### config.mk
export PLATFORM = sky130hd
export DESIGN_NAME = twms_top
export DESIGN_NICKNAME = d
export VERILOG_FILES = /design/src/hw/twms_pkg.sv /design/src/hw/twms_sync.sv /design/src/hw/twms_top.sv
export SDC_FILE = /design/constraint.sdc
export NUM_CORES = 1
export LEC_CHECK = 0
export BUFFER_PORTS_ARGS = -buffer_cell sky130_fd_sc_hd__buf_4
export CELL_PAD_IN_SITES_DETAIL_PLACEMENT = 1
export CELL_PAD_IN_SITES_GLOBAL_PLACEMENT = 1
export CORE_MARGIN = 5
export CORE_UTILIZATION = 48
export DETAILED_ROUTE_END_ITERATION = 16
export PLACE_DENSITY = 0.95
export SLEW_MARGIN = 10
export SYNTH_ARGS = -nofsm -noshare
export SYNTH_HDL_FRONTEND = slang
export SYNTH_SLANG_ARGS = --single-unit
### constraint.sdc
create_clock -name mclk -period 4 [get_ports mclk]
set_input_delay 0.2 -clock mclk [delete_from_list [all_inputs] [get_ports mclk]]
set_output_delay 0.2 -clock mclk [all_outputs]
set_load 0.005 [all_outputs]
### src/hw/twms_pkg.sv
// Constants, field layouts, state codes and carrier structs of the two-wire controller.
// Assumes a single 125 MHz system clock and an external open-drain bus wrapper.
//
// Summary of operation
// - Writing master data after a write address clears write-done and shifts the byte.
// - Write-done sets again on byte completion, lost arbitration or bus error.
// - Received-ack status holds last ack bit, zero meaning ACK.
// - Master answers each read byte unless a target write restarts first; a collision while answering loses arbitration.
// - Quick command: direction bit is the command, no data bytes follow.
// - Quick command: acknowledged address sets read-done or write-done, then stop accepted.
// - A set slave data or address-or-stop flag holds the clock line low, unless a collision is flagged.
// - Slave takes address after start, acknowledges and stores a match, else waits.
// - Matching address or general call sets the address-or-stop flag.
// - Start immediately followed by stop sets the slave bus-error flag.
// - Slave direction flag equals the direction bit of the latest matching or general-call address.
// - Read address: hold clock; ACK requests transmit data, NACK waits for start.
// - Write address: hold clock; ACK waits for data, NACK waits for start.
// - Slave collision sets flag, releases data, ack and clock, still accepts start.
// - Stop closing an addressed transfer sets the address-or-stop flag, marked as stop.
// - Slave data flag after each received byte; NACK then expects stop or restart.
// - Slave data write sends a byte; flag when master ACKs it; master NACK ends sending.
// - Master auto mode with ACK selected sends ACK on data read; never auto NACK.
// - Slave auto mode clears the slave data flag on data read or write.
// - Slave request ORs data and address-or-stop; master request ORs read and write done.
// - Slave runs in sleep and stretches from start until clock returns; master halts.
// - Ack response select: 0 is ACK, 1 is NACK, default 0.
// - Command 1 ack then restart, 2 ack then next byte, 3 ack then stop.
// - Master target write starts a transaction once the bus is idle.
package twms_pkg;
  localparam logic [1:0] CMD_NONE = 2'h0;
  localparam logic [1:0] CMD_RSTART = 2'h1;
  localparam logic [1:0] CMD_NEXT = 2'h2;
  localparam logic [1:0] CMD_STOP = 2'h3;
  localparam logic ACK_SEND = 1'h0;
  localparam logic ACK_SEL_RESET = 1'h0;
  localparam logic [8:0] HALF_BASE = 9'h005;
  localparam logic [6:0] GENERAL_CALL = 7'h00;
  localparam logic [3:0] BYTE_BITS = 4'h8;
  localparam logic [3:0] FRAME_BITS = 4'h9;
  localparam logic [3:0] LAST_DATA_BIT = 4'h7;
  localparam int SYNC_STAGES = 2;

  typedef enum logic [3:0]
  {
    M_IDLE = 4'h0, M_WAIT = 4'h1, M_START = 4'h2, M_LOW = 4'h3, M_HIGH = 4'h4,
    M_HOLD = 4'h5, M_RSLO = 4'h6, M_RSHI = 4'h7, M_STLO = 4'h8, M_STHI = 4'h9
  } twms_mst_e;

  typedef enum logic [1:0]
  {
    P_ADDR = 2'h0, P_WDATA = 2'h1, P_RDATA = 2'h2, P_ACKOUT = 2'h3
  } twms_phase_e;

  typedef enum logic [2:0]
  {
    S_IDLE = 3'h0, S_ADDR = 3'h1, S_AACK = 3'h2, S_RXD = 3'h3, S_DACK = 3'h4,
    S_TXW = 3'h5, S_TXB = 3'h6
  } twms_sst_e;

  typedef struct packed
  {
    logic enable;
    logic quickCommandEnable;
    logic autoAckEnable;
    logic ackResponseSelect;
    logic readIntEnable;
    logic writeIntEnable;
    logic [7:0] baud;
  } twms_mctl_s;

  typedef struct packed
  {
    logic readDoneFlag;
    logic writeDoneFlag;
    logic clkHold;
    logic receivedAckStatus;
    logic arbitrationLostFlag;
    logic busErrorFlag;
  } twms_mstat_s;

  typedef struct packed
  {
    logic enable;
    logic autoAckEnable;
    logic ackResponseSelect;
    logic dataIntEnable;
    logic addrStopIntEnable;
    logic [6:0] address;
  } twms_sctl_s;

  typedef struct packed
  {
    logic slaveByteFlag;
    logic addrOrStopFlag;
    logic clkHold;
    logic receivedAckStatus;
    logic collisionFlag;
    logic busErrorFlag;
    logic direction;
    logic isAddress;
  } twms_sstat_s;
endpackage : twms_pkg

### src/hw/twms_sync.sv
// Two-stage synchroniser for bus pin inputs.
// Assumes inputs are asynchronous to mclk; only the last stage is read outside.
`timescale 1ns/100ps
module twms_sync #(
  parameter int WIDTH = 2
) (
  input wire logic mclk,
  input wire logic rst_b,
  input wire logic [WIDTH-1:0] asyncIn,
  output logic [WIDTH-1:0] syncOut
);
  logic [WIDTH-1:0] stage1Q;

  always_ff @(posedge mclk or negedge rst_b)
  begin
    if (!rst_b)
    begin
      stage1Q <= {WIDTH{1'b1}};
      syncOut <= {WIDTH{1'b1}};
    end
    else
    begin
      stage1Q <= asyncIn;
      syncOut <= stage1Q;
    end
  end
endmodule : twms_sync

### src/hw/twms_top.sv
// Two-wire bus master and slave with software-side control ports.
// Assumes an external open-drain wrapper; an enable high pulls the line low.
`timescale 1ns/100ps
module twms_top (
  input wire logic mclk,
  input wire logic rst_b,
  input wire logic sclIn,
  input wire logic sdaIn,
  output logic sclOut,
  output logic sclOe,
  output logic sdaOut,
  output logic sdaOe,
  input wire logic sleepMode,
  input twms_pkg::twms_mctl_s mCtl,
  input wire logic targetWrite,
  input wire logic [7:0] targetData,
  input wire logic byteWrite,
  input wire logic [7:0] byteWriteData,
  input wire logic byteRead,
  input wire logic cmdWrite,
  input wire logic [1:0] cmdCode,
  output twms_pkg::twms_mstat_s mStat,
  output logic [7:0] masterByte,
  output logic masterIrq,
  input twms_pkg::twms_sctl_s sCtl,
  input wire logic slaveRespond,
  input wire logic slaveByteWrite,
  input wire logic [7:0] slaveByteWriteData,
  input wire logic slaveByteRead,
  output twms_pkg::twms_sstat_s sStat,
  output logic [7:0] slaveByte,
  output logic slaveIrq
);
  import twms_pkg::*;

  // ----------------------------------------------------------------
  // Bus monitor
  // ----------------------------------------------------------------
  logic [1:0] pinSync;
  logic sclP, sdaP, busBusyQ;
  twms_sync #(.WIDTH(SYNC_STAGES)) uSync (
    .mclk(mclk),
    .rst_b(rst_b),
    .asyncIn({sclIn, sdaIn}),
    .syncOut(pinSync)
  );
  wire sclS = pinSync[1];
  wire sdaS = pinSync[0];
  wire startDet = sclS & sclP & sdaP & ~sdaS;
  wire stopDet = sclS & sclP & ~sdaP & sdaS;
  wire sclRise = sclS & ~sclP;
  wire sclFall = ~sclS & sclP;

  // ----------------------------------------------------------------
  // Master registers
  // ----------------------------------------------------------------
  twms_mst_e mStQ, mStD;
  twms_phase_e phaseQ, phaseD;
  logic [8:0] tmrQ, tmrD, txQ, txD, rxQ, rxD;
  logic [3:0] nBitsQ, nBitsD;
  logic [7:0] addrQ, addrD, mByteQ, mByteD;
  logic [1:0] pendQ, pendD;
  logic dirQ, dirD, needAckQ, needAckD, mSclQ, mSclD, mSdaQ, mSdaD;
  logic rifQ, rifD, wifQ, wifD, arbQ, arbD, berQ, berD, rxAckQ, rxAckD, mHoldQ;
  wire [8:0] halfLimit = HALF_BASE + {1'b0, mCtl.baud};
  wire tmrDone = (tmrQ == 9'h000);
  wire ownBit = ((phaseQ == P_ADDR || phaseQ == P_WDATA) && nBitsQ != 4'h1)
    || phaseQ == P_ACKOUT;
  wire autoAck = byteRead & mCtl.autoAckEnable & (mCtl.ackResponseSelect == ACK_SEND);

  // ----------------------------------------------------------------
  // Master sequencer
  // ----------------------------------------------------------------
  always_comb
  begin
    mStD = mStQ;
    phaseD = phaseQ;
    tmrD = tmrDone ? tmrQ : tmrQ - 9'h001;
    txD = txQ;
    rxD = rxQ;
    nBitsD = nBitsQ;
    addrD = addrQ;
    mByteD = mByteQ;
    pendD = pendQ;
    dirD = dirQ;
    needAckD = needAckQ;
    mSclD = mSclQ;
    mSdaD = mSdaQ;
    rifD = rifQ;
    wifD = wifQ;
    arbD = arbQ;
    berD = berQ;
    rxAckD = rxAckQ;
    if (!mCtl.enable)
    begin
      mStD = M_IDLE;
      mSclD = 1'b0;
      mSdaD = 1'b0;
    end
    else if (!sleepMode)
    begin
      case (mStQ)
        M_IDLE:
        begin
          mSclD = 1'b0;
          mSdaD = 1'b0;
          if (targetWrite)
          begin
            addrD = targetData;
            dirD = targetData[0];
            {rifD, wifD, arbD, berD, needAckD} = 5'h00;
            mStD = M_WAIT;
          end
        end
        M_WAIT:
          if (!busBusyQ && sclS && sdaS)
          begin
            mSdaD = 1'b1;
            tmrD = halfLimit;
            mStD = M_START;
          end
        M_START:
          if (tmrDone)
          begin
            mSclD = 1'b1;
            txD = {addrQ, 1'b1};
            nBitsD = FRAME_BITS;
            phaseD = P_ADDR;
            tmrD = halfLimit;
            mStD = M_LOW;
          end
        M_LOW:
        begin
          mSdaD = ~txQ[8];
          if (tmrDone)
          begin
            mSclD = 1'b0;
            tmrD = halfLimit;
            mStD = M_HIGH;
          end
        end
        M_HIGH:
          if (!sclS)
            tmrD = halfLimit;
          else if (tmrDone)
          begin
            rxD = {rxQ[7:0], sdaS};
            txD = {txQ[7:0], 1'b1};
            nBitsD = nBitsQ - 4'h1;
            tmrD = halfLimit;
            mSclD = 1'b1;
            if (ownBit && txQ[8] && !sdaS)
            begin
              arbD = 1'b1;
              wifD = 1'b1;
              mSclD = 1'b0;
              mSdaD = 1'b0;
              mStD = M_IDLE;
            end
            else if (nBitsQ != 4'h1)
              mStD = M_LOW;
            else
            begin
              mStD = M_HOLD;
              case (phaseQ)
                P_ADDR:
                begin
                  rxAckD = sdaS;
                  if (!sdaS && dirQ && !mCtl.quickCommandEnable)
                  begin
                    phaseD = P_RDATA;
                    nBitsD = BYTE_BITS;
                    txD = 9'h1FF;
                    mStD = M_LOW;
                  end
                  else if (!sdaS && dirQ)
                    rifD = 1'b1;
                  else
                    wifD = 1'b1;
                end
                P_WDATA:
                begin
                  rxAckD = sdaS;
                  wifD = 1'b1;
                end
                P_RDATA:
                begin
                  mByteD = {rxQ[6:0], sdaS};
                  rifD = 1'b1;
                  needAckD = 1'b1;
                end
                default:
                begin
                  if (pendQ == CMD_NEXT)
                  begin
                    phaseD = P_RDATA;
                    nBitsD = BYTE_BITS;
                    txD = 9'h1FF;
                    mStD = M_LOW;
                  end
                  else
                    mStD = (pendQ == CMD_STOP) ? M_STLO : M_RSLO;
                end
              endcase
            end
          end
        M_HOLD:
        begin
          mSclD = 1'b1;
          tmrD = halfLimit;
          if (targetWrite)
          begin
            addrD = targetData;
            dirD = targetData[0];
            {rifD, wifD, arbD, berD, needAckD} = 5'h00;
            mStD = M_RSLO;
          end
          else if ((cmdWrite && cmdCode != CMD_NONE) || (autoAck && needAckQ))
          begin
            rifD = 1'b0;
            wifD = 1'b0;
            pendD = cmdWrite ? cmdCode : CMD_NEXT;
            if (needAckQ)
            begin
              txD = {mCtl.ackResponseSelect, 8'hFF};
              nBitsD = 4'h1;
              phaseD = P_ACKOUT;
              needAckD = 1'b0;
              mStD = M_LOW;
            end
            else if (cmdCode == CMD_STOP)
              mStD = M_STLO;
            else if (cmdCode == CMD_RSTART)
              mStD = M_RSLO;
            else if (dirQ && !mCtl.quickCommandEnable)
            begin
              phaseD = P_RDATA;
              nBitsD = BYTE_BITS;
              txD = 9'h1FF;
              mStD = M_LOW;
            end
          end
          else if (byteWrite && !dirQ && !mCtl.quickCommandEnable)
          begin
            wifD = 1'b0;
            txD = {byteWriteData, 1'b1};
            nBitsD = FRAME_BITS;
            phaseD = P_WDATA;
            mStD = M_LOW;
          end
        end
        M_RSLO:
        begin
          mSdaD = 1'b0;
          if (tmrDone)
          begin
            mSclD = 1'b0;
            tmrD = halfLimit;
            mStD = M_RSHI;
          end
        end
        M_RSHI:
          if (!sclS)
            tmrD = halfLimit;
          else if (tmrDone)
          begin
            mSdaD = 1'b1;
            tmrD = halfLimit;
            mStD = M_START;
          end
        M_STLO:
        begin
          mSdaD = 1'b1;
          if (tmrDone)
          begin
            mSclD = 1'b0;
            tmrD = halfLimit;
            mStD = M_STHI;
          end
        end
        M_STHI:
          if (!sclS)
            tmrD = halfLimit;
          else if (tmrDone)
          begin
            mSdaD = 1'b0;
            mStD = M_IDLE;
          end
        default:
          mStD = M_IDLE;
      endcase
      if ((mStQ == M_LOW || mStQ == M_HIGH) && (startDet || stopDet))
      begin
        {berD, arbD, wifD} = 3'h7;
        mSclD = 1'b0;
        mSdaD = 1'b0;
        mStD = M_IDLE;
      end
    end
  end

  // ----------------------------------------------------------------
  // Slave registers
  // ----------------------------------------------------------------
  twms_sst_e sStQ, sStD;
  logic [3:0] sCntQ, sCntD;
  logic [7:0] sShQ, sShD, sTxQ, sTxD, sByteQ, sByteD;
  logic difQ, difD, apifQ, apifD, isAddrQ, isAddrD, sDirQ, sDirD, collQ, collD;
  logic sBerQ, sBerD, sRxAckQ, sRxAckD, sSdaQ, sSdaD, ackSelQ, ackSelD;
  logic respQ, sHoldQ, wakeQ;
  wire respond = slaveRespond
    | (sCtl.autoAckEnable & (slaveByteRead | slaveByteWrite));
  wire [7:0] inByte = {sShQ[6:0], sdaS};
  wire addrMatch = (inByte[7:1] == sCtl.address) || (inByte[7:1] == GENERAL_CALL);
  wire inAck = (sStQ == S_AACK) || (sStQ == S_DACK);

  // ----------------------------------------------------------------
  // Slave sequencer
  // ----------------------------------------------------------------
  always_comb
  begin
    sStD = sStQ;
    sCntD = sCntQ;
    sShD = sShQ;
    sTxD = sTxQ;
    sByteD = sByteQ;
    difD = difQ & ~respond;
    apifD = apifQ & ~respond;
    isAddrD = isAddrQ;
    sDirD = sDirQ;
    collD = collQ;
    sBerD = sBerQ;
    sRxAckD = sRxAckQ;
    sSdaD = sSdaQ;
    ackSelD = respond ? sCtl.ackResponseSelect : ackSelQ;
    if (!sCtl.enable)
    begin
      sStD = S_IDLE;
      sSdaD = 1'b0;
    end
    else if (stopDet)
    begin
      // Only a stop closing an addressed transfer is flagged
      if (isAddrQ)
        apifD = 1'b1;
      isAddrD = 1'b0;
      if (sStQ == S_ADDR && sCntQ == 4'h0)
        sBerD = 1'b1;
      sSdaD = 1'b0;
      sStD = S_IDLE;
    end
    else if (startDet)
    begin
      sStD = S_ADDR;
      sCntD = 4'h0;
      sSdaD = 1'b0;
      collD = 1'b0;
      sBerD = 1'b0;
    end
    else
    begin
      if (sclRise)
        sCntD = sCntQ + 4'h1;
      if (inAck && !sclS && sCntQ == BYTE_BITS && !difQ && !apifQ)
        sSdaD = (ackSelQ == ACK_SEND);
      case (sStQ)
        S_ADDR, S_RXD:
          if (sclRise)
          begin
            sShD = inByte;
            if (sCntQ == LAST_DATA_BIT && sStQ == S_RXD)
            begin
              sByteD = inByte;
              difD = 1'b1;
              sStD = S_DACK;
            end
            else if (sCntQ == LAST_DATA_BIT && addrMatch)
            begin
              sByteD = inByte;
              sDirD = sdaS;
              apifD = 1'b1;
              isAddrD = 1'b1;
              sStD = S_AACK;
            end
            else if (sCntQ == LAST_DATA_BIT)
              sStD = S_IDLE;
          end
        S_AACK, S_DACK:
          if (sclFall && sCntQ == FRAME_BITS)
          begin
            sSdaD = 1'b0;
            sCntD = 4'h0;
            if (ackSelQ != ACK_SEND)
              sStD = S_IDLE;
            else if (sStQ == S_DACK || !sDirQ)
              sStD = S_RXD;
            else
            begin
              difD = 1'b1;
              sStD = S_TXW;
            end
          end
        S_TXW:
          if (slaveByteWrite)
          begin
            sTxD = slaveByteWriteData;
            sSdaD = ~slaveByteWriteData[7];
            sCntD = 4'h0;
            sStD = S_TXB;
          end
        S_TXB:
        begin
          if (sclFall && sCntQ != 4'h0 && sCntQ < BYTE_BITS)
            sTxD = {sTxQ[6:0], 1'b0};
          if (!sclS)
            sSdaD = (sCntQ < BYTE_BITS) ? ~sTxQ[7] : 1'b0;
          if (sclRise && sCntQ < BYTE_BITS && sTxQ[7] && !sdaS)
          begin
            collD = 1'b1;
            sSdaD = 1'b0;
            sStD = S_IDLE;
          end
          else if (sclRise && sCntQ == BYTE_BITS)
            sRxAckD = sdaS;
          else if (sclFall && sCntQ == FRAME_BITS)
          begin
            sSdaD = 1'b0;
            if (sRxAckQ == ACK_SEND)
            begin
              difD = 1'b1;
              sStD = S_TXW;
            end
            else
              sStD = S_IDLE;
          end
        end
        default:
          sStD = S_IDLE;
      endcase
    end
  end

  // ----------------------------------------------------------------
  // State and pin registers
  // ----------------------------------------------------------------
  always_ff @(posedge mclk or negedge rst_b)
  begin
    if (!rst_b)
    begin
      {sclP, sdaP, busBusyQ, mHoldQ, respQ, sHoldQ, wakeQ} <= 7'h60;
      mStQ <= M_IDLE;
      phaseQ <= P_ADDR;
      {tmrQ, txQ, rxQ, nBitsQ, addrQ, mByteQ, pendQ} <= 49'h0;
      {dirQ, needAckQ, mSclQ, mSdaQ, rifQ, wifQ, arbQ, berQ, rxAckQ} <= 9'h000;
      sStQ <= S_IDLE;
      {sCntQ, sShQ, sTxQ, sByteQ} <= 28'h0;
      {difQ, apifQ, isAddrQ, sDirQ, collQ, sBerQ, sRxAckQ, sSdaQ} <= 8'h00;
      ackSelQ <= ACK_SEL_RESET;
      {sclOut, sclOe, sdaOut, sdaOe, masterIrq, slaveIrq} <= 6'h00;
    end
    else
    begin
      sclP <= sclS;
      sdaP <= sdaS;
      busBusyQ <= startDet | (busBusyQ & ~stopDet);
      mStQ <= mStD;
      phaseQ <= phaseD;
      {tmrQ, txQ, rxQ, nBitsQ, addrQ, mByteQ, pendQ} <=
        {tmrD, txD, rxD, nBitsD, addrD, mByteD, pendD};
      {dirQ, needAckQ, mSclQ, mSdaQ} <= {dirD, needAckD, mSclD, mSdaD};
      {rifQ, wifQ, arbQ, berQ, rxAckQ} <= {rifD, wifD, arbD, berD, rxAckD};
      mHoldQ <= (mStD == M_HOLD);
      sStQ <= sStD;
      {sCntQ, sShQ, sTxQ, sByteQ} <= {sCntD, sShD, sTxD, sByteD};
      {difQ, apifQ, isAddrQ, sDirQ} <= {difD, apifD, isAddrD, sDirD};
      {collQ, sBerQ, sRxAckQ, sSdaQ, ackSelQ} <= {collD, sBerD, sRxAckD, sSdaD, ackSelD};
      respQ <= respond;
      wakeQ <= sleepMode & (wakeQ | startDet);
      sHoldQ <= (difQ | apifQ | respQ | wakeQ) & (~sclS | sHoldQ);
      sclOut <= 1'b0;
      sdaOut <= 1'b0;
      sclOe <= mSclQ | (sHoldQ & ~collQ);
      sdaOe <= mSdaQ | (sSdaQ & ~collQ);
      masterIrq <= (rifQ & mCtl.readIntEnable) | (wifQ & mCtl.writeIntEnable);
      slaveIrq <= (difQ & sCtl.dataIntEnable) | (apifQ & sCtl.addrStopIntEnable);
    end
  end

  assign mStat = '{rifQ, wifQ, mHoldQ, rxAckQ, arbQ, berQ};
  assign masterByte = mByteQ;
  assign sStat = '{difQ, apifQ, sHoldQ, sRxAckQ, collQ, sBerQ, sDirQ, isAddrQ};
  assign slaveByte = sByteQ;
endmodule : twms_top

Word-level counts from Yosys, hierarchy flattened
Index checks and enable logic that the tools add are counted.
{"block": "classes", "n_addsub": 4, "n_lt_le_gt_ge": 1, "eq_ne": 81, "mux": 212, "bitwise_logic": 52, "reduce_logical": 97}
{"op": "$mux W9", "count": 21}
{"op": "$mux W4", "count": 44}
{"op": "$mux W1", "count": 90}
{"op": "$mux W3", "count": 16}
{"op": "$pmux W9 S5", "count": 1}
{"op": "$pmux W4 S10", "count": 1}
{"op": "$reduce_and A6 Y1", "count": 6}
{"op": "$mux W8", "count": 4}
{"op": "$mux W2", "count": 15}
{"op": "$ne A4 B4 Y1 const B", "count": 7}
{"op": "$logic_and A1 B1 Y1", "count": 27}
{"op": "$pmux W9 S3", "count": 1}
{"op": "$eq A4 B3 Y1 const B", "count": 6}
{"op": "$pmux W4 S2", "count": 3}
{"op": "$ne A2 B2 Y1 const B", "count": 11}
{"op": "$reduce_and A11 Y1", "count": 2}
{"op": "$reduce_bool A2 Y1", "count": 11}
{"op": "$and A1 B1 Y1", "count": 21}
{"op": "$ne A3 B3 Y1 const B", "count": 7}
{"op": "$ne A4 B3 Y1 const B", "count": 5}
{"op": "$ne A5 B5 Y1 const B", "count": 4}
{"op": "$reduce_and A10 Y1", "count": 2}
{"op": "$not A1 Y1", "count": 19}
{"op": "$pmux W9 S2", "count": 1}
{"op": "other kinds (53)", "count": 122}
{"block": "word_totals", "regBits": 116, "in_bits": 64, "output_inout_bits": 36, "wordCells": 492}

Logic depth before layout (Yosys ltp)
Gate-level depths: netlist of the first run.
{"block": "logic_depth", "word_depth": 15, "depth_mapped": 9, "depth_no_buf": 8}

Modules after synthesis
From an unflattened synthesis of the first run, not the netlist that was laid out.
{"block": "hier_totals", "hier_cells": 733, "hier_area_um2": 6871.6}
{"mod": "twms_top", "n_inst": 1, "cells_per_inst": 729, "area_each_um2": 6766.5, "seq_area_each_um2": 2780.2}
{"mod": "twms_sync", "n_inst": 1, "cells_per_inst": 4, "area_each_um2": 105.1, "seq_area_each_um2": 105.1}

Worst setup path after synthesis of the first run
No wires, ideal clock.
{"block": "synth_timing", "path_type": "flip-flop to flip-flop", "startpoint": "register tmrQ[0]", "endpoint": "register phaseQ[0]", "setup_time_ns": 0.125, "t_arrival_ns": 2.041, "t_required_ns": 3.875, "slack_ns": 1.834, "path_stages_with_launch": 9, "n_path_buf": 0, "period_less_slack_ns": 2.166, "cell_sequence": "dfrtp_1 inv_1 ha_1 nor4b_2 nand2_2 a21oi_1 o2111ai_2 a21oi_1 mux2_2"}
{"block": "synth_via", "elab_chain_cells": 3, "elab_cells_between_ends": 4, "classes_between": "2 x eq/ne; 2 x reduce/logical"}
{"item": "start, declared", "line_no": "twms_top.sv:59", "text": "logic [8:0] tmrQ, tmrD, txQ, txD, rxQ, rxD;"}
{"item": "start signal, assigned", "line_no": "twms_top.sv:468", "text": "{tmrQ, txQ, rxQ, nBitsQ, addrQ, mByteQ, pendQ} <="}
{"item": "$logic_not A9 Y1 *", "line_no": "twms_top.sv:66", "text": "wire tmrDone = (tmrQ == 9'h000);"}
{"item": "$ne A2 B2 Y1 (no source line)"}
{"item": "$reduce_and A16 Y1 (no source line) *"}
{"item": "end signal, assigned", "line_no": "twms_top.sv:467", "text": "phaseQ <= phaseD;"}
{"item": "end, declared", "line_no": "twms_top.sv:58", "text": "twms_phase_e phaseQ, phaseD;"}
Mark *: on every way between the ends. The rest lies on a longest branch, timed or not.
A chain may end at the register's enable or synchronous reset.

Worst setup path after layout of the first run
{"block": "layout_timing", "startpoint": "register uSync.syncOut[1]", "endpoint": "register sStQ[1]"}
{"block": "layout_via", "elab_chain_cells": 9, "elab_cells_between_ends": 25, "classes_between": "6 x eq/ne; 5 x mux; 8 x bitwise; 6 x reduce/logical"}
{"item": "start, declared", "line_no": "twms_sync.sv:10", "text": "output logic [WIDTH-1:0] syncOut"}
{"item": "start signal, assigned", "line_no": "twms_sync.sv:19", "text": "syncOut <= {WIDTH{1'b1}};"}
{"item": "start signal, assigned", "line_no": "twms_sync.sv:24", "text": "syncOut <= stage1Q;"}
{"item": "$and A1 B1 Y1", "line_no": "twms_top.sv:51", "text": "wire sclRise = sclS & ~sclP;"}
{"item": "$logic_and A1 B1 Y1 (3 in series)", "line_no": "twms_top.sv:417", "text": "if (sclRise && sCntQ < BYTE_BITS && sTxQ[7] && !sdaS)"}
{"item": "$mux W3", "line_no": "twms_top.sv:417"}
{"item": "$pmux W3 S4", "line_no": "twms_top.sv:366", "text": "case (sStQ)"}
{"item": "$mux W3", "line_no": "twms_top.sv:352", "text": "else if (startDet)"}
{"item": "$mux W3", "line_no": "twms_top.sv:341", "text": "else if (stopDet)"}
{"item": "$mux W3", "line_no": "twms_top.sv:336", "text": "if (!sCtl.enable)"}
{"item": "end signal, assigned", "line_no": "twms_top.sv:473", "text": "sStQ <= sStD;"}
{"item": "end, declared", "line_no": "twms_top.sv:305", "text": "twms_sst_e sStQ, sStD;"}
Several ways; a longest one is shown, not always the timed one.

==> reports/metrics.yaml, run 1 <==
critical_path:
  end_kind: "flip-flop"
  critical-path-max-stage-delay_ps: 790
  worstPathArrival_ps: 3360
  path_buf_inv: 0
  start_kind: "flip-flop"
  reg2reg_depth: 6
  cp_cell_sequence: "nor2b_1 -> nand3_1 -> nand2b_1 -> o221ai_1 -> or4_1 -> a21oi_1"
  regToRegSetupSlack_ps: 990
  critical_path_class: "reg2reg"
  critPathSlowestCell: "dfstp_2"
  crit_family: "simple AND/OR/NAND/NOR gates"
  cp.required_ps: 4360
  crit_cells: 6
  crit_fanout: 23
timing:
  hold_viol_final: 0
  rsz0062_at_grt: "false"
  worst_hold_slack_ps: 12.2
  setup_tns_ps: 0
  tightest_slew_ps: 1110
  layout_worst_path_cycle_share: 0.752
  worst_slack_ps: 993
  fmax_ghz: 0.333
  final-setup-viol-count: 0
  skew_ps: 8.10
  min_period_ps: 3010
  slew_headroom: 0.259
  drv_slew: 0
global_routing:
  grt_first_pass_wirelength_um: 37000
  overflow: 0
  grt_max_degree: 46
  grt_pass1_vias: 6781
  antenna_found_initial: 0
  grt_usage: 0.280
synth:
  synth_top_area_cell: "dfrtp_1"
  synth-seq-area-share: 0.415
  synth_area_um2: 6940
  synth.most_common_cell: "dfrtp_1"
  yosys_warnings: 0
  synth_area_per_cell_um2: 9.41
  synth-seq-cells: 115
  ys_top_cells_by_area: "dfrtp_1, mux2_2, nand2_1"
  synth_top_area_share: 0.393
  synthTopCellsByCount: "dfrtp_1, nand2_1, o21ai_0"
  synth_top_flop_cell: "dfrtp_1"
  synthArstFlopShare: 1.00
  synth_cells: 738
  yosysUniqueCellTypes: 91
  synth-edff-count: 0
cells_and_area:
  layout-area-overhead-vs-synth_pct: 20.1
  final_util: 0.581
  drive_gt1_frac: 0.248
  antenna_cells: 0
  num-nets-final: 897
pwr:
  power.leakage_nw: 3.83
  power_frac_comb: 0.177
  switchingPower_mw: 1.08
  p_per_area_nw_per_um2: 423
  clkPwrFrac: 0.415
  internal-power_mw: 2.45
  power.share.sequential: 0.408
  switching_share: 0.305
  ir_worst_vdd_mv: 0.279
  power_mw: 3.53
worst_hold_path:
  hold_depth: 2
  hp-class: "in2reg"
outcome:
  status: "finished, final reports clean"
run:
  drv_cap: 0
clocking:
  cts_resized: 0
  clockRootBuffer: "clkbuf_16"
  cts_made_buffers: 17
  clkSinkCount: 115
  cts_hold_buf: 12
  cts_setup_buffers: 0
  clockBufferDepth: 2
  tritoncts: "done"
  clk_pin_slew_ps: 60
  clock_latency_ps: 430
  cts_max_level: 4
floorplan:
  start_util: 0.483
  core_um2: 14400
  die_area_um2: 17000
  std_cell_rows: 44
  die_y_um: 130
  die_w_um: 130
  io_pins: 100
routing:
  wire_per_inst_um: 22.3
  drtPass1Iterations: 6
  vias: 6410
  detail-route-antenna-nets: 0
  routed_wl_um: 22700
  drc_errors: 0
  drtIter0Drc: 466
  viasPerCell: 6.29
placed_design:
  dp_slack_ps: 1210
  place.gp.congestion: 0.910
  port_buffers: 97
  place_hpwl_um: 15000
power groups by stage:
stage                     clock network [mW]  registers (mW)  logic [mW]
after global routing                    1.53            1.45       0.698
after detailed placement                   0            1.44       0.595
after floorplan                            0            1.39       0.419
after global placement                     0            1.43       0.561
final                                   1.47            1.44       0.625
after CTS                               1.48            1.44       0.622
worst register-to-register path, delay by kind of cell, from the launching register on:
family | cells | cell delay, ps
simple gates | 4 | 1670
flops | 1 | 790
compound gates | 2 | 460
layout by cell type (no fill, tap or decap), drive strengths merged, types with 7 or more instances in the layout:
cell type / count
inv: 26
nand2: 84
nand4: 8
a21oi: 42
buf: 102
o21ai: 60
a21o: 12
nor4: 10
dfrtp: 109
clkbuf: 20
nor2b: 12
nand3: 15
a31oi: 16
xnor2: 12
dlygate4sd3: 12
xor2: 9
a22o: 7
nor2: 51
nand2b: 17
mux2i: 16
mux2: 42
nor3: 12
ha: 11
through the flow:
stage | cells | instance area, µm²
after floorplan | 739 | 6950
after global placement | 975 | 7660
after detailed placement | 975 | 7660
after CTS | 1019 | 8340
after global routing | 1019 | 8340
final | 1019 | 8340
registers in the layout, indices dropped and copies added, names as in the netlist, 2 cells and up:
| name | cells |
|---|---|
| mStQ | 4 |
| pendQ | 2 |
| addrQ | 8 |
| phaseQ | 2 |
| masterByte | 8 |
| tmrQ | 9 |
| txQ | 9 |
| sTxQ | 8 |
| slaveByte | 8 |
| nBitsQ | 4 |
| sShQ | 7 |
| sCntQ | 4 |
| uSync.stage1Q | 2 |
| rxQ | 7 |
| uSync.syncOut | 2 |
| sStQ | 3 |
final timing paths:
path / start / endpoint
max in group asynchronous: rst_b / mStQ[2]$_DFF_PN0_
worst max-delay path: uSync.syncOut[1]$_DFF_PN1_ / sStQ[1]$_DFFE_PN0P_
worst min register to register: uSync.stage1Q[0]$_DFF_PN1_ / uSync.syncOut[0]$_DFF_PN1_
worst min-delay path: targetData[1] / addrQ[1]$_DFFE_PN0P_
worst max register to register: uSync.syncOut[1]$_DFF_PN1_ / sStQ[1]$_DFFE_PN0P_
min in group asynchronous: rst_b / slaveByte[7]$_DFFE_PN0P_
logic make-up after synthesis:
kind of cell,synth area share
simple gates,0.202
buf+inv,0.0542
compound gates,0.190
fa+ha+maj,0.0198
mux,0.0912
flops,0.415
other cells,0.000540
xor+xnor,0.0265
metal layers:
layer | up-vias | track usage | wire length [µm] | share of wire
met5 | - | 0 | 0 | 0
met4 | 0 | 0.125 | 814 | 0.036
met3 | 79 | 0.0577 | 1500 | 0.066
met2 | 283 | 0.476 | 11500 | 0.50
met1 | 3210 | 0.345 | 8950 | 0.39
li1 | 2838 | - | - | -
final cells by class:
class	count	area [µm²]
Timing Repair Buffer	114	886
Clock inverter	12	108
Fill cell	1630	6030
Sequential cell	115	2890
Inverter	24	90.1
Clock buffer	20	457
Multi-Input combinational cell	550	3690
Tap cell	184	230
(Power assumes the default switching activity.)
==> run 2: changes to the inputs <==
--- a/config.mk
+++ b/config.mk
@@ -9,9 +9,9 @@
 export CELL_PAD_IN_SITES_DETAIL_PLACEMENT = 1
 export CELL_PAD_IN_SITES_GLOBAL_PLACEMENT = 1
 export CORE_MARGIN = 5
-export CORE_UTILIZATION = 48
+export CORE_UTILIZATION = 45
 export DETAILED_ROUTE_END_ITERATION = 16
-export PLACE_DENSITY = 0.95
+export PLACE_DENSITY = 0.9
 export SLEW_MARGIN = 10
 export SYNTH_ARGS = -nofsm -noshare
 export SYNTH_HDL_FRONTEND = slang
==> constraint.sdc (replaced) <==
create_clock -name mclk -period 3.1 [get_ports mclk]
set_input_delay 0.155 -clock mclk [delete_from_list [all_inputs] [get_ports mclk]]
set_output_delay 0.155 -clock mclk [all_outputs]
set_load 0.005 [all_outputs]
==> reports/metrics.yaml, run 2 (synthesis results as in run 1) <==
cells_and_area:
  drive_gt1_frac: 0.258  # +0.0106
  fillers: 1692  # +3.8%
  design_area_um2: 8560  # +2.6%
  final_cell_count_no_fill: 1043  # +2.4%
  antenna_cells: 0  # unchanged
  mostFrequentLayoutCell: "buf_4"
  multiInputGateArea_um2: 3690  # unchanged
  num-nets-final: 917  # +2.2%
  final_util: 0.565  # -0.0153
  final_cell_mix: "buf_4, dfrtp_1, nand2_1"
  regArea_um2: 2890  # unchanged
  layout-area-overhead-vs-synth_pct: 23.3
placed_design:
  dp_slack_ps: 291  # -917 ps
  place_hpwl_um: 15900  # +5.5%
  post_dp_cell_area_um2: 7770  # +1.5%
  place_inst: 994  # +1.9%
  place.gp.congestion: 0.941  # +3.4%
  port_buffers: 97  # unchanged
timing:
  slew_headroom: 0.310  # +0.0508
  hold_viol_final: 0  # unchanged
  fmax_ghz: 0.338  # +1.7%
  skew_ps: 5.49  # -2.61 ps
  tightest_slew_ps: 1030  # -76.1 ps
  worst_hold_slack_ps: 10.8  # -1.42 ps
  drv_slew: 0  # unchanged
  min_period_ps: 2960  # -49.7 ps
  layout_worst_path_cycle_share: 0.954  # +0.202
  worst_slack_ps: 142  # -850 ps
  final-setup-viol-count: 0  # unchanged
  rsz0062_at_grt: "false"
  setup_tns_ps: 0  # unchanged
floorplan:
  die_area_um2: 18000  # +6.1%
  std_cell_rows: 45  # +2.3%
  core_um2: 15100  # +5.4%
  die_y_um: 134  # +3.0%
  die_w_um: 134  # +3.0%
  io_pins: 100  # unchanged
  start_util: 0.458  # -0.0248
clocking:
  cts_made_buffers: 17  # unchanged
  cts_resized: 0  # unchanged
  clockBufferDepth: 2  # unchanged
  cts_setup_buffers: 0  # unchanged
  cts_hold_buf: 17  # +5
  tritoncts: "done"
  clock_latency_ps: 420  # about the same
  clockRootBuffer: "clkbuf_16"
  cts_max_level: 4  # unchanged
  clkSinkCount: 115  # unchanged
  clk_pin_slew_ps: 60  # about the same
routing:
  vias: 6452  # +0.66%
  detail-route-antenna-nets: 0  # unchanged
  drtIter0Drc: 540  # +16%
  routed_wl_um: 23400  # +2.9%
  drtPass1Iterations: 8  # +2
  viasPerCell: 6.19  # -1.7%
  wire_per_inst_um: 22.4  # +0.57%
  drc_errors: 0  # unchanged
global_routing:
  overflow: 0  # unchanged
  grt_usage: 0.266  # -0.0148
  grt_max_degree: 36  # -22%
  grt_pass1_vias: 7026  # +3.6%
  grt_first_pass_wirelength_um: 37900  # +2.3%
  antenna_found_initial: 0  # unchanged
worst_hold_path:
  holdPathEnd: "isAddrQ$_DFFE_PN0P_"
  hp-class: "in2reg"
  holdCritStartpoint: "sCtl[11]"
  hold_depth: 2  # unchanged
critical_path:
  end_kind: "flip-flop"
  start_kind: "flip-flop"
  crit_family: "compound AO/OA/AOI/OAI gates"
  regToRegSetupSlack_ps: 140  # -850 ps
  cp.required_ps: 3410  # -950 ps
  critical-path-max-stage-delay_ps: 460  # -330 ps
  reg2reg_depth: 8  # +2
  worstPathArrival_ps: 3260  # -100 ps
  rr_endpoint: "phaseQ[0]$_DFFE_PN0P_"
  cpMostUsedCell: "a21oi_1"
  critical_path_class: "reg2reg"
  critPathSlowestCell: "o2111ai_2"
  path_buf_inv: 1  # +1
  cp_cell_sequence: "inv_1 -> ha_1 -> nor4b_2 -> nand2_2 -> a21oi_1 -> o2111ai_2 -> a21oi_1 -> mux2_2"
  crit_fanout: 13  # -43%
  r2r-start: "tmrQ[0]$_DFF_PN0_"
pwr:
  power_mw: 4.78  # +35%
  power.leakage_nw: 3.94  # +2.9%
  ir_worst_vdd_mv: 0.322  # +16%
  p_per_area_nw_per_um2: 558  # +32%
outcome:
  status: "finished, final reports clean"
run:
  drv_cap: 0  # unchanged
## run 2: cell count changes in the layout (fill, tap and decap cells not counted), sizes merged
| cell | change |
|---|---|
| clkinvlp | +1 |
| bufinv | +3 |
| clkbuf | -1 |
| dlygate4sd3 | +5 |
| clkinv | -3 |
| buf | +15 |
## run 2: layer usage
metal	up-vias	GRT usage	part of all wire
met1	3199	0.310	0.37
met3	87	0.0634	0.068
li1	2871	-	-
met4	0	0.125	0.043
met2	295	0.461	0.51
met5	-	0	0
## run 2: worst max-delay path by stage
stage,startpoint,endpoint,cells after the start,slack (ps)
after floorplan,tmrQ[0]$_DFF_PN0_,phaseQ[0]$_DFFE_PN0P_,8,930
after global placement,tmrQ[0]$_DFF_PN0_,phaseQ[0]$_DFFE_PN0P_,8,480
after detailed placement,tmrQ[0]$_DFF_PN0_,phaseQ[0]$_DFFE_PN0P_,8,290
after CTS,tmrQ[0]$_DFF_PN0_,phaseQ[0]$_DFFE_PN0P_,8,170
after global routing,tmrQ[0]$_DFF_PN0_,phaseQ[0]$_DFFE_PN0P_,8,50
final,tmrQ[0]$_DFF_PN0_,phaseQ[0]$_DFFE_PN0P_,8,140
## run 2: power breakdown
part           switching, mW  internal (mW)  total, mW
clock                  0.741           1.34       2.08
combinational          0.475          0.383      0.857
sequential             0.180           1.66       1.84
total                   1.40           3.38       4.78
## run 2: layout make-up
cell class | count | share of cell area
clock buffer | 19 | 0.0506
timing repair buffer | 134 | 0.122
tap | 188 | 0.0275
clock inverter | 13 | 0.0213
sequential | 115 | 0.337
multi-input combinational | 550 | 0.431
inverter | 24 | 0.0105
